**src/hsfs_pkg.sv**
```systemverilog
// Constants and types for the high-side switch fault shutdown control.
// Assumes one 16-bit control register reached by the serial control port.
package hsfs_pkg;
    // Register offset on the serial control port
    localparam logic [6:0]  HSFS_REG_OFS    = 7'h07;
    // Value after power-on or soft reset
    localparam logic [15:0] HSFS_RST_VAL    = 16'h0000;
    // Writable bits; reserved 4 and 2..0 stay zero
    localparam logic [15:0] HSFS_WR_MASK    = 16'hffe8;
    // Bits kept through a restart reset
    localparam logic [15:0] HSFS_RESTART_KEEP = 16'hffe8;
    // Field positions
    localparam int HSFS_OV_REC_LSB   = 12;  // Per-switch overvoltage recovery
    localparam int HSFS_OT_INDIV_BIT = 11;  // Overtemperature individual shutdown
    localparam int HSFS_OV_SDN_LSB   = 7;   // Per-switch normal-mode ov shutdown off
    localparam int HSFS_LP_OV_BIT    = 6;   // Stop/sleep ov shutdown off
    localparam int HSFS_UV_SD_BIT    = 5;   // Undervoltage shutdown off
    localparam int HSFS_UV_REC_BIT   = 3;   // Undervoltage recovery
    // Selection code for a switch that is off
    localparam logic [3:0]  HSFS_SEL_OFF    = 4'h0;
    // Stages of the fault input synchroniser
    localparam int HSFS_SYNC_STAGES = 3;
    // Per-switch shutdown states, one-hot
    typedef enum logic [2:0] {
        HSFS_ON    = 3'b001,
        HSFS_FAULT = 3'b010,
        HSFS_LATCH = 3'b100
    } hsfs_state_t;
endpackage : hsfs_pkg

```
**src/hsfs_sw_if.sv**
```systemverilog
// Carrier between the shutdown controller and one switch's state keeper.
// Assumes both ends run on mclk.
`timescale 1ns/1ps
interface hsfs_sw_if;
    logic       ov_req;   // Overvoltage shutdown demanded
    logic       uv_req;   // Undervoltage shutdown demanded
    logic       ot_req;   // Overtemperature shutdown demanded
    logic       ov_rec;   // Recover after overvoltage
    logic       uv_rec;   // Recover after undervoltage
    logic [3:0] ctl_sel;  // Software control selection
    logic       sel_wr;   // Selection rewritten by software
    logic [3:0] eff_sel;  // Selection actually applied
    modport ctrl (output ov_req, uv_req, ot_req, ov_rec, uv_rec, ctl_sel, sel_wr,
                  input eff_sel);
    modport sw   (input ov_req, uv_req, ot_req, ov_rec, uv_rec, ctl_sel, sel_wr,
                  output eff_sel);
endinterface : hsfs_sw_if

```
**src/hsfs_ctrl.sv**
```systemverilog
// Fault shutdown control of four high-side switches: control register,
// fault input synchronisers and per-switch shutdown demands.
// Assumes the serial port decodes its own frames and gives one write strobe
// per register access; fault flags come from analog comparators.
// Mode flags and control selections come from logic on mclk and are used
// directly; only the comparator flags cross in from outside the clock.
// Summary of operation
// - Bits 15..12 choose per-switch overvoltage recovery
// - Bit 11: overtemperature shuts all or only the switches at fault
// - Bits 10..7 disable normal-mode overvoltage shutdown
// - Bit 6 disables stop/sleep overvoltage shutdown
// - Bit 5 disables undervoltage shutdown
// - Bit 3 enables undervoltage recovery
// - Reserved bits 4, 2..0 read zero
// - Power-on or soft reset clears register
// - Restart reset keeps writable bits
// - Recovery restores the switch's control selection
`timescale 1ns/1ps
module hsfs_ctrl #(
    parameter int NSW = 4                              // Number of switches
) (
    input  wire logic                     mclk,         // 100 MHz clock
    input  wire logic                     nrst,         // Power-on reset, active low
    input  wire logic                     soft_rst,     // Soft reset pulse
    input  wire logic                     restart_rst,  // Restart reset pulse
    input  wire logic                     reg_wr,       // Write strobe, one cycle
    input  wire logic [6:0]               reg_addr,     // Register offset
    input  wire logic [15:0]              reg_wdata,    // Write data
    output      logic [15:0]              reg_rdata,    // Read data
    input  wire logic                     normal_mode,  // Device in normal mode
    input  wire logic                     lowpower_mode,// Device in stop or sleep
    input  wire logic                     supply_ov,    // Supply overvoltage flag
    input  wire logic                     supply_uv,    // Supply undervoltage flag
    input  wire logic [NSW-1:0]           overtemp,     // Per-switch overtemperature
    input  wire logic [4*NSW-1:0]         ctl_sel,      // Control selections
    input  wire logic [NSW-1:0]           sel_wr,       // Selection rewritten pulses
    output      logic [4*NSW-1:0]         eff_sel       // Applied selections
);
    import hsfs_pkg::*;

    localparam int NF = NSW + 2;            // Synchronised fault inputs

    logic [15:0]    ctrl_q;                 // The control register
    logic [NF-1:0]  raw_f;                  // Fault pins, gathered
    logic [NF-1:0]  sync1_q;                // First synchroniser stage
    logic [NF-1:0]  sync2_q;                // Second stage
    logic [NF-1:0]  sync3_q;                // Third stage
    logic [NF-1:0]  filt_q;                 // Confirmed fault levels
    logic           ov_f;                   // Confirmed overvoltage
    logic           uv_f;                   // Confirmed undervoltage
    logic [NSW-1:0] ot_f;                   // Confirmed overtemperature
    logic [NSW-1:0] ov_req;                 // Overvoltage demands
    logic           uv_req;                 // Undervoltage demand
    logic [NSW-1:0] ot_req;                 // Overtemperature demands
    logic           hit;                    // Access selects this register

    // Field extraction used more than once
    function automatic logic fbit(input logic [15:0] r, input int pos);
        fbit = r[pos];
    endfunction : fbit

    // Register select; the offset arrives with each serial frame
    assign hit = (reg_addr == HSFS_REG_OFS);

    // Control register; soft reset beats a same-cycle write
    always_ff @(posedge mclk or negedge nrst) begin
        if (!nrst) begin
            ctrl_q <= HSFS_RST_VAL;
        end else if (soft_rst) begin
            ctrl_q <= HSFS_RST_VAL;
        end else if (restart_rst) begin
            ctrl_q <= ctrl_q & HSFS_RESTART_KEEP;
        end else if (reg_wr && hit) begin
            ctrl_q <= reg_wdata & HSFS_WR_MASK;
        end
    end

    // Read path comes straight from the register flops
    always_comb begin
        if (hit) reg_rdata = ctrl_q;
        else reg_rdata = 16'h0000;
    end

    // Three-stage synchroniser; level taken only when stages 2 and 3 agree
    assign raw_f = {overtemp, supply_uv, supply_ov};
    always_ff @(posedge mclk or negedge nrst) begin
        if (!nrst) begin
            sync1_q <= '0;
            sync2_q <= '0;
            sync3_q <= '0;
        end else begin
            sync1_q <= raw_f;
            sync2_q <= sync1_q;
            sync3_q <= sync2_q;
        end
    end

    // Confirmed level per input; a single-cycle glitch is not taken
    // Costs one more cycle of latency, traded for immunity to comparator
    // chatter near the threshold
    generate
        for (genvar g = 0; g < NF; g++) begin : g_filt
            always_ff @(posedge mclk or negedge nrst) begin
                if (!nrst) filt_q[g] <= 1'b0;
                else if (sync2_q[g] == sync3_q[g]) filt_q[g] <= sync3_q[g];
            end
        end
    endgenerate

    // Gathered order: overvoltage, undervoltage, then one per switch
    assign ov_f = filt_q[0];
    assign uv_f = filt_q[1];
    assign ot_f = filt_q[NF-1:2];

    // Mode flags are on mclk already, so they skip the synchroniser
    // Shutdown demands from faults, mode and configuration
    always_comb begin
        for (int i = 0; i < NSW; i++) begin
            ov_req[i] = ov_f && ((normal_mode && !fbit(ctrl_q, HSFS_OV_SDN_LSB + i))
                       || (lowpower_mode && !fbit(ctrl_q, HSFS_LP_OV_BIT)));
            ot_req[i] = fbit(ctrl_q, HSFS_OT_INDIV_BIT) ? ot_f[i] : |ot_f;
        end
        uv_req = uv_f && !fbit(ctrl_q, HSFS_UV_SD_BIT);
    end

    // One state keeper per switch
    // Each keeper remembers which faults took its switch off
    generate
        for (genvar s = 0; s < NSW; s++) begin : g_sw
            hsfs_sw_if sw_if ();
            assign sw_if.ov_req  = ov_req[s];
            assign sw_if.uv_req  = uv_req;
            assign sw_if.ot_req  = ot_req[s];
            assign sw_if.ov_rec  = fbit(ctrl_q, HSFS_OV_REC_LSB + s);
            assign sw_if.uv_rec  = fbit(ctrl_q, HSFS_UV_REC_BIT);
            assign sw_if.ctl_sel = ctl_sel[4*s +: 4];
            assign sw_if.sel_wr  = sel_wr[s];
            assign eff_sel[4*s +: 4] = sw_if.eff_sel;
            hsfs_switch u_sw (
                .mclk (mclk),
                .nrst (nrst),
                .sw   (sw_if)
            );
        end
    endgenerate

    // Reserved bits always read zero
    rsv_zero_a: assert property (@(posedge mclk) disable iff (!nrst)
        ctrl_q[4] == 1'b0 && ctrl_q[2:0] == 3'h0) else $error("reserved bit set");
    // Soft reset clears the whole register
    soft_clr_a: assert property (@(posedge mclk) disable iff (!nrst)
        soft_rst |=> ctrl_q == 16'h0000) else $error("soft reset did not clear");
    // Restart leaves register alone
    restart_keep_a: assert property (@(posedge mclk) disable iff (!nrst)
        restart_rst && !soft_rst |=> ctrl_q == $past(ctrl_q)) else $error("restart changed bits");
    // Write lands masked one cycle on
    write_take_a: assert property (@(posedge mclk) disable iff (!nrst)
        reg_wr && hit && !soft_rst && !restart_rst |=> ctrl_q == ($past(reg_wdata) & 16'hffe8))
        else $error("write not stored");
    // Shared overtemperature shuts every switch
    ot_all_a: assert property (@(posedge mclk) disable iff (!nrst)
        |ot_f && !ctrl_q[11] |-> &ot_req) else $error("ot not shared");
    // Individual overtemperature shuts only the switches at fault
    ot_indiv_a: assert property (@(posedge mclk) disable iff (!nrst)
        ctrl_q[11] |-> ot_req == ot_f) else $error("ot not individual");
    // Normal-mode ov disable keeps its switch running
    ov_norm_a: assert property (@(posedge mclk) disable iff (!nrst)
        normal_mode && !lowpower_mode && ov_f |-> ov_req == ~ctrl_q[HSFS_OV_SDN_LSB +: NSW])
        else $error("normal ov shutdown wrong");
    // Low-power ov disable
    ov_lp_a: assert property (@(posedge mclk) disable iff (!nrst)
        lowpower_mode && !normal_mode && ov_f |-> ov_req == {NSW{!ctrl_q[6]}})
        else $error("low-power ov shutdown wrong");
    // Undervoltage disable
    uv_sd_a: assert property (@(posedge mclk) disable iff (!nrst)
        uv_f |-> uv_req == !ctrl_q[5]) else $error("uv shutdown wrong");

    // Reserved bits read back as zero
    rd_rsv_a: assert property (@(posedge mclk) disable iff (!nrst)
        hit |-> reg_rdata[4] == 1'b0 && reg_rdata[2:0] == 3'h0)
        else $error("reserved bit read");
    // No overvoltage shutdown outside normal, stop and sleep
    ov_mode_a: assert property (@(posedge mclk) disable iff (!nrst)
        !normal_mode && !lowpower_mode |-> ov_req == '0)
        else $error("ov shutdown without mode");
    // Overvoltage shutdown only while the fault stands
    ov_quiet_a: assert property (@(posedge mclk) disable iff (!nrst)
        !ov_f |-> ov_req == '0)
        else $error("ov shutdown without fault");
    // Overtemperature shutdown only while a fault stands
    ot_quiet_a: assert property (@(posedge mclk) disable iff (!nrst)
        !(|ot_f) |-> ot_req == '0)
        else $error("ot shutdown without fault");
    // Undervoltage shutdown only while the fault stands
    uv_quiet_a: assert property (@(posedge mclk) disable iff (!nrst)
        !uv_f |-> !uv_req)
        else $error("uv shutdown without fault");

    // Confirmed level holds while stages two and three disagree
    filt_hold_a: assert property (@(posedge mclk) disable iff (!nrst)
        ((filt_q ^ $past(filt_q)) & $past(sync2_q ^ sync3_q)) == {NF{1'b0}})
        else $error("fault filter took a glitch");
    // Confirmed level follows stage three once the stages agree
    filt_take_a: assert property (@(posedge mclk) disable iff (!nrst)
        ((filt_q ^ $past(sync3_q)) & ~$past(sync2_q ^ sync3_q)) == {NF{1'b0}})
        else $error("fault filter missed a level");
    ot_cov: cover property (@(posedge mclk) disable iff (!nrst) |ot_f && ctrl_q[11]);
    ov_cov: cover property (@(posedge mclk) disable iff (!nrst) ov_f && normal_mode);
    uv_cov: cover property (@(posedge mclk) disable iff (!nrst) uv_req ##1 !uv_req);
endmodule : hsfs_ctrl

```
**src/hsfs_switch.sv**
```systemverilog
// Shutdown and recovery state of one high-side switch.
// Assumes fault demands are already synchronised to mclk.
`timescale 1ns/1ps
module hsfs_switch (
    input wire logic mclk,  // System clock
    input wire logic nrst,  // Async reset, active low
    hsfs_sw_if.sw    sw     // Link to the controller
);
    import hsfs_pkg::*;

    hsfs_state_t state_q;      // Shutdown state
    logic        ov_seen_q;    // Overvoltage took part in this shutdown
    logic        uv_seen_q;    // Undervoltage took part
    logic        ot_seen_q;    // Overtemperature took part
    logic        any_f;        // Any demand active
    logic        recoverable;  // All causes allow recovery

    assign any_f = sw.ov_req | sw.uv_req | sw.ot_req;
    // Overtemperature never recovers by itself; a rewrite is needed
    assign recoverable = !(ov_seen_q && !sw.ov_rec) && !(uv_seen_q && !sw.uv_rec) && !ot_seen_q;

    // Cause memory; a new demand wins over a clear
    always_ff @(posedge mclk or negedge nrst) begin
        if (!nrst) begin
            ov_seen_q <= 1'b0;
            uv_seen_q <= 1'b0;
            ot_seen_q <= 1'b0;
        end else if (state_q == HSFS_ON && !any_f) begin
            ov_seen_q <= 1'b0;
            uv_seen_q <= 1'b0;
            ot_seen_q <= 1'b0;
        end else begin
            ov_seen_q <= sw.ov_req | (ov_seen_q & !sw.sel_wr);
            uv_seen_q <= sw.uv_req | (uv_seen_q & !sw.sel_wr);
            ot_seen_q <= sw.ot_req | (ot_seen_q & !sw.sel_wr);
        end
    end

    // State machine
    always_ff @(posedge mclk or negedge nrst) begin
        if (!nrst) begin
            state_q <= HSFS_ON;
        end else begin
            case (state_q)
                HSFS_ON: begin
                    if (any_f) state_q <= HSFS_FAULT;
                end
                HSFS_FAULT: begin
                    if (!any_f) state_q <= recoverable ? HSFS_ON : HSFS_LATCH;
                end
                HSFS_LATCH: begin
                    if (any_f) state_q <= HSFS_FAULT;
                    else if (sw.sel_wr) state_q <= HSFS_ON;
                end
                default: state_q <= HSFS_ON;
            endcase
        end
    end

    always_ff @(posedge mclk or negedge nrst) begin
        if (!nrst) sw.eff_sel <= HSFS_SEL_OFF;
        else if (state_q == HSFS_ON && !any_f) sw.eff_sel <= sw.ctl_sel;
        else sw.eff_sel <= HSFS_SEL_OFF;
    end

    // Demand forces the switch off next cycle
    fault_off_a: assert property (@(posedge mclk) disable iff (!nrst)
        any_f |=> sw.eff_sel == HSFS_SEL_OFF) else $error("switch not off on fault");
    // Latched switch stays off without rewrite
    latch_hold_a: assert property (@(posedge mclk) disable iff (!nrst)
        state_q == HSFS_LATCH && !any_f && !sw.sel_wr |=> state_q == HSFS_LATCH
        ##1 sw.eff_sel == HSFS_SEL_OFF) else $error("latched switch released");
    // Recovery restores selection two cycles on
    recover_sel_a: assert property (@(posedge mclk) disable iff (!nrst)
        state_q == HSFS_FAULT && !any_f && recoverable ##1 !any_f
        |=> sw.eff_sel == $past(sw.ctl_sel)) else $error("recovery selection wrong");
    // Non-recoverable ov goes to latch
    ov_norec_a: assert property (@(posedge mclk) disable iff (!nrst)
        state_q == HSFS_FAULT && !any_f && ov_seen_q && !sw.ov_rec
        |=> state_q == HSFS_LATCH) else $error("ov latch missed");
    // Non-recoverable uv goes to latch
    uv_norec_a: assert property (@(posedge mclk) disable iff (!nrst)
        state_q == HSFS_FAULT && !any_f && uv_seen_q && !sw.uv_rec
        |=> state_q == HSFS_LATCH) else $error("uv latch missed");
    latch_cov: cover property (@(posedge mclk) disable iff (!nrst)
        state_q == HSFS_LATCH ##1 state_q == HSFS_ON);
    recov_cov: cover property (@(posedge mclk) disable iff (!nrst)
        state_q == HSFS_FAULT ##1 state_q == HSFS_ON);
endmodule : hsfs_switch
```
**config.mk**
```make
export PLATFORM = sky130hd
export DESIGN_NAME = hsfs_ctrl
export DESIGN_NICKNAME = d
export VERILOG_FILES = /design/src/hsfs_pkg.sv /design/src/hsfs_sw_if.sv /design/src/hsfs_ctrl.sv /design/src/hsfs_switch.sv
export SDC_FILE = /design/constraint.sdc
export NUM_CORES = 1
export LEC_CHECK = 0
export BUFFER_PORTS_ARGS = -buffer_cell sky130_fd_sc_hd__buf_2
export CORE_ASPECT_RATIO = 1.1
export CORE_MARGIN = 8
export CORE_UTILIZATION = 55
export CTS_CLUSTER_DIAMETER = 60
export CTS_CLUSTER_SIZE = 12
export DETAILED_ROUTE_END_ITERATION = 10
export PLACE_DENSITY = 0.84
export SYNTH_ARGS = -nofsm -noshare
export SYNTH_HDL_FRONTEND = slang
export SYNTH_SLANG_ARGS = --single-unit
```
**constraint.sdc**
```tcl
create_clock -name mclk -period 3.1 [get_ports mclk]
set_clock_uncertainty 0.05 [all_clocks]
set_input_delay 0.465 -clock mclk [delete_from_list [all_inputs] [get_ports mclk]]
set_output_delay 0.465 -clock mclk [all_outputs]
set_load 0.05 [all_outputs]
```
==> flow_summary.yaml <==
status:
  status: "complete, no violations"
worst_setup_path:
  r2r-start: "filt_q[3]"
  arrival_ns: 2.08
  crit_required_ns: 2.58
  endpoint_kind: "output pin"
  r2r_setup_slack_ns: 1.00
  crit_start: "reg_addr[5]"
  startpoint_type: "primary input"
  r2r-end: "g_sw[3].u_sw.sw.eff_sel[1]"
  critPathKind: "in -> out"
  worstPathMaxFanout: 7
  reg2regPathDepth: 5
logic_synthesis:
  ys_top_cells_by_area: "dfrtp_1, mux2i_1, dfstp_2"
  syn_avg_cell_area_um2: 11.5
  synth_warnings: 0
  yosys_most_used_dff: "dfrtp_1"
  yosysTopAreaCell: "dfrtp_1"
  ys_seq_area_share_pct: 61.0
  ys_seq_elements: 76
  async_reset_ff_share_pct: 100
  synthCells: 271
  synth_area_um2: 3130
  synth.most_common_cell: "dfrtp_1"
  synth_common_cells: "dfrtp_1, nor2_1, a21oi_1, and2_1, o21ai_0"
  yosys.cell_types.count: 35
  synth_top_area_share_pct: 57.6
  synth_edf_count: 0
drt:
  via_per_inst: 5.21
  routed_wl_um: 6620
  ant_nets: 0
  met1Wirelength_um: 2820
  avgRoutedWirePerCell_um: 15.2
  top_layer: "met4"
  drc: 0
  met3WireLength_um: 493
  vias: 2260
  drtPass1Iterations: 4
  first_iter_violations: 160
  wl_met2_um: 3160
hold_path:
  hp-start: "overtemp[3]"
  whs_path_depth: 1
  worstHoldEndpoint: "sync1_q[5]"
  hp-class: "in -> reg"
grt:
  antenna_found_initial: 0
  grt_max_degree: 77
  grt_overflow: 0
  grt.total_usage_pct: 16.6
  grt_pass1_wl_um: 10600
  grt_pass1_vias: 2374
clock_network:
  postCtsSetupBuffers: 0
  cts_tree: "yes"
  clockBufferDepth: 2
  holdBufCountCts: 0
  clkTransAtPathRegs_ns: 0.07
  htreeDepth: 3
  insertion_delay_ns: 0.34
  clock_sinks: 76
  cts_buffers: 9
  clockRootBuffer: "clkbuf_8"
  cts_resized: 0
floorplanning:
  die_y_um: 95.1
  die_x_um: 87.9
  ios: 88
  row_count: 29
  coreArea_um2: 5620
  die-area_um2: 8350
  initial_utilization_pct: 55.6
layout:
  fillers: 425
  finalInstanceArea_um2: 3770
  drive_gt1_share_pct: 29.7
  nNetsFinal: 408
  area_delta_synth_final_pct: 20.8
  register_area_um2: 1910
  antenna_cells: 0
  multi_input_area_um2: 1090
  fin_cells: 434
  finish.utilization_pct: 67.1
timing:
  relSlewSlack_pct: 38.2
  fin_crit_ns: 2.59
  worst_slew_pin_slew_ns: 0.927
  fmax_ghz: 0.386
  report.final.slew_viol_count: 0
  grt_setup_unrepaired: "no"
  finalHoldViolCount: 0
  setup_viol: 0
  finalCritPeriodShare_pct: 83.6
  layout_setup_ws_ns: 0.509
  holdWs_ns: 0.174
placement:
  dp_cells: 418
  placed_cell_area_um2: 3550
  place_ws_ns: 0.468
  gp_congestion: 0.797
  dp_hpwl_um: 4840
  numPortBuffers: 79
run:
  drv_cap: 0
power_and_ir_drop:
  peakVddDrop_uv: 444
  p_per_area_nw_per_um2: 631
  p_leak_nw: 1.81
-- cell type report --
type | count | share of cell area, %
Timing Repair Buffer | 80 | 11.1
Sequential cell | 76 | 50.5
Tap cell | 77 | 2.55
Inverter | 9 | 0.895
Clock buffer | 11 | 3.75
Clock inverter | 5 | 2.22
Multi-Input combinational cell | 176 | 29.0
-- critical path: stages --
cell	delay (ns)
buf_2	0.09
or4b_1	0.70
nor4_1	0.46
buf_2	0.35
-- metrics by stage --
stage | power (W) | TNS, ns
after global placement | 0.00153 | 0
after detailed placement | 0.00156 | 0
after floorplan | 0.00144 | -0.358
final | 0.00238 | 0
after global routing | 0.00251 | 0
after CTS | 0.00240 | 0
-- state kept, by name, summed over array words and instances (netlist names) --
register and count:
ctrl_q 12, filt_q 4, g_sw.u_sw.ot_seen_q 4, g_sw.u_sw.ov_seen_q 4, g_sw.u_sw.state_q 12, g_sw.u_sw.sw.eff_sel 16
g_sw.u_sw.uv_seen_q 4, ov_f 1, sync1_q 6, sync2_q 6, sync3_q 6, uv_f 1
-- report_power, final --
part	switching [W]	internal, W
Sequential	0.000106	0.00111
Clock	0.000359	0.000478
Combinational	0.000172	0.000157
Total	0.000637	0.00174
-- cell families (layout without fill, tap and decap cells) --
group / after synthesis / count (layout) / synth area share (%)
xor+xnor: 4 / 4 / 1.12
other cells: 1 / 4 / 0.120
fa+ha+maj: 6 / 6 / 1.92
compound gates: 41 / 41 / 7.53
flops: 76 / 76 / 61.0
buf+inv: 22 / 105 / 4.32
simple gates: 109 / 109 / 20.1
mux: 12 / 12 / 3.84
-- per-layer routing --
metal | up-vias | track usage [%]
met5 | - | 0
met4 | 0 | 8.75
met3 | 17 | 4.48
met2 | 95 | 26.1
met1 | 1070 | 20.5
li1 | 1078 | -
-- worst max path at each step --
| stage | to | cells past startpoint |
|---|---|---|
| 2_1_floorplan | reg_rdata[11] | 3 |
| 5_1_grt | reg_rdata[9] | 5 |
| 6_report | reg_rdata[13] | 4 |
| 3_3_place_gp | ctrl_q[13] | 7 |
| 4_1_cts | reg_rdata[9] | 5 |
| 3_5_place_dp | ctrl_q[10] | 7 |
-- cells in the final DEF, fill, tap and decap left out, drive strengths merged, types with 10 or more instances in the layout --
| cell | synthesis | routed |
|---|---|---|
| a21oi | 19 | 19 |
| and2 | 22 | 22 |
| buf | 7 | 80 |
| clkbuf | 5 | 11 |
| dfrtp | 72 | 72 |
| inv | 9 | 10 |
| mux2i | 12 | 12 |
| nand2 | 11 | 11 |
| nand2b | 10 | 10 |
| nor2 | 26 | 26 |
| o21ai | 14 | 14 |
(Power assumes the default switching activity.)
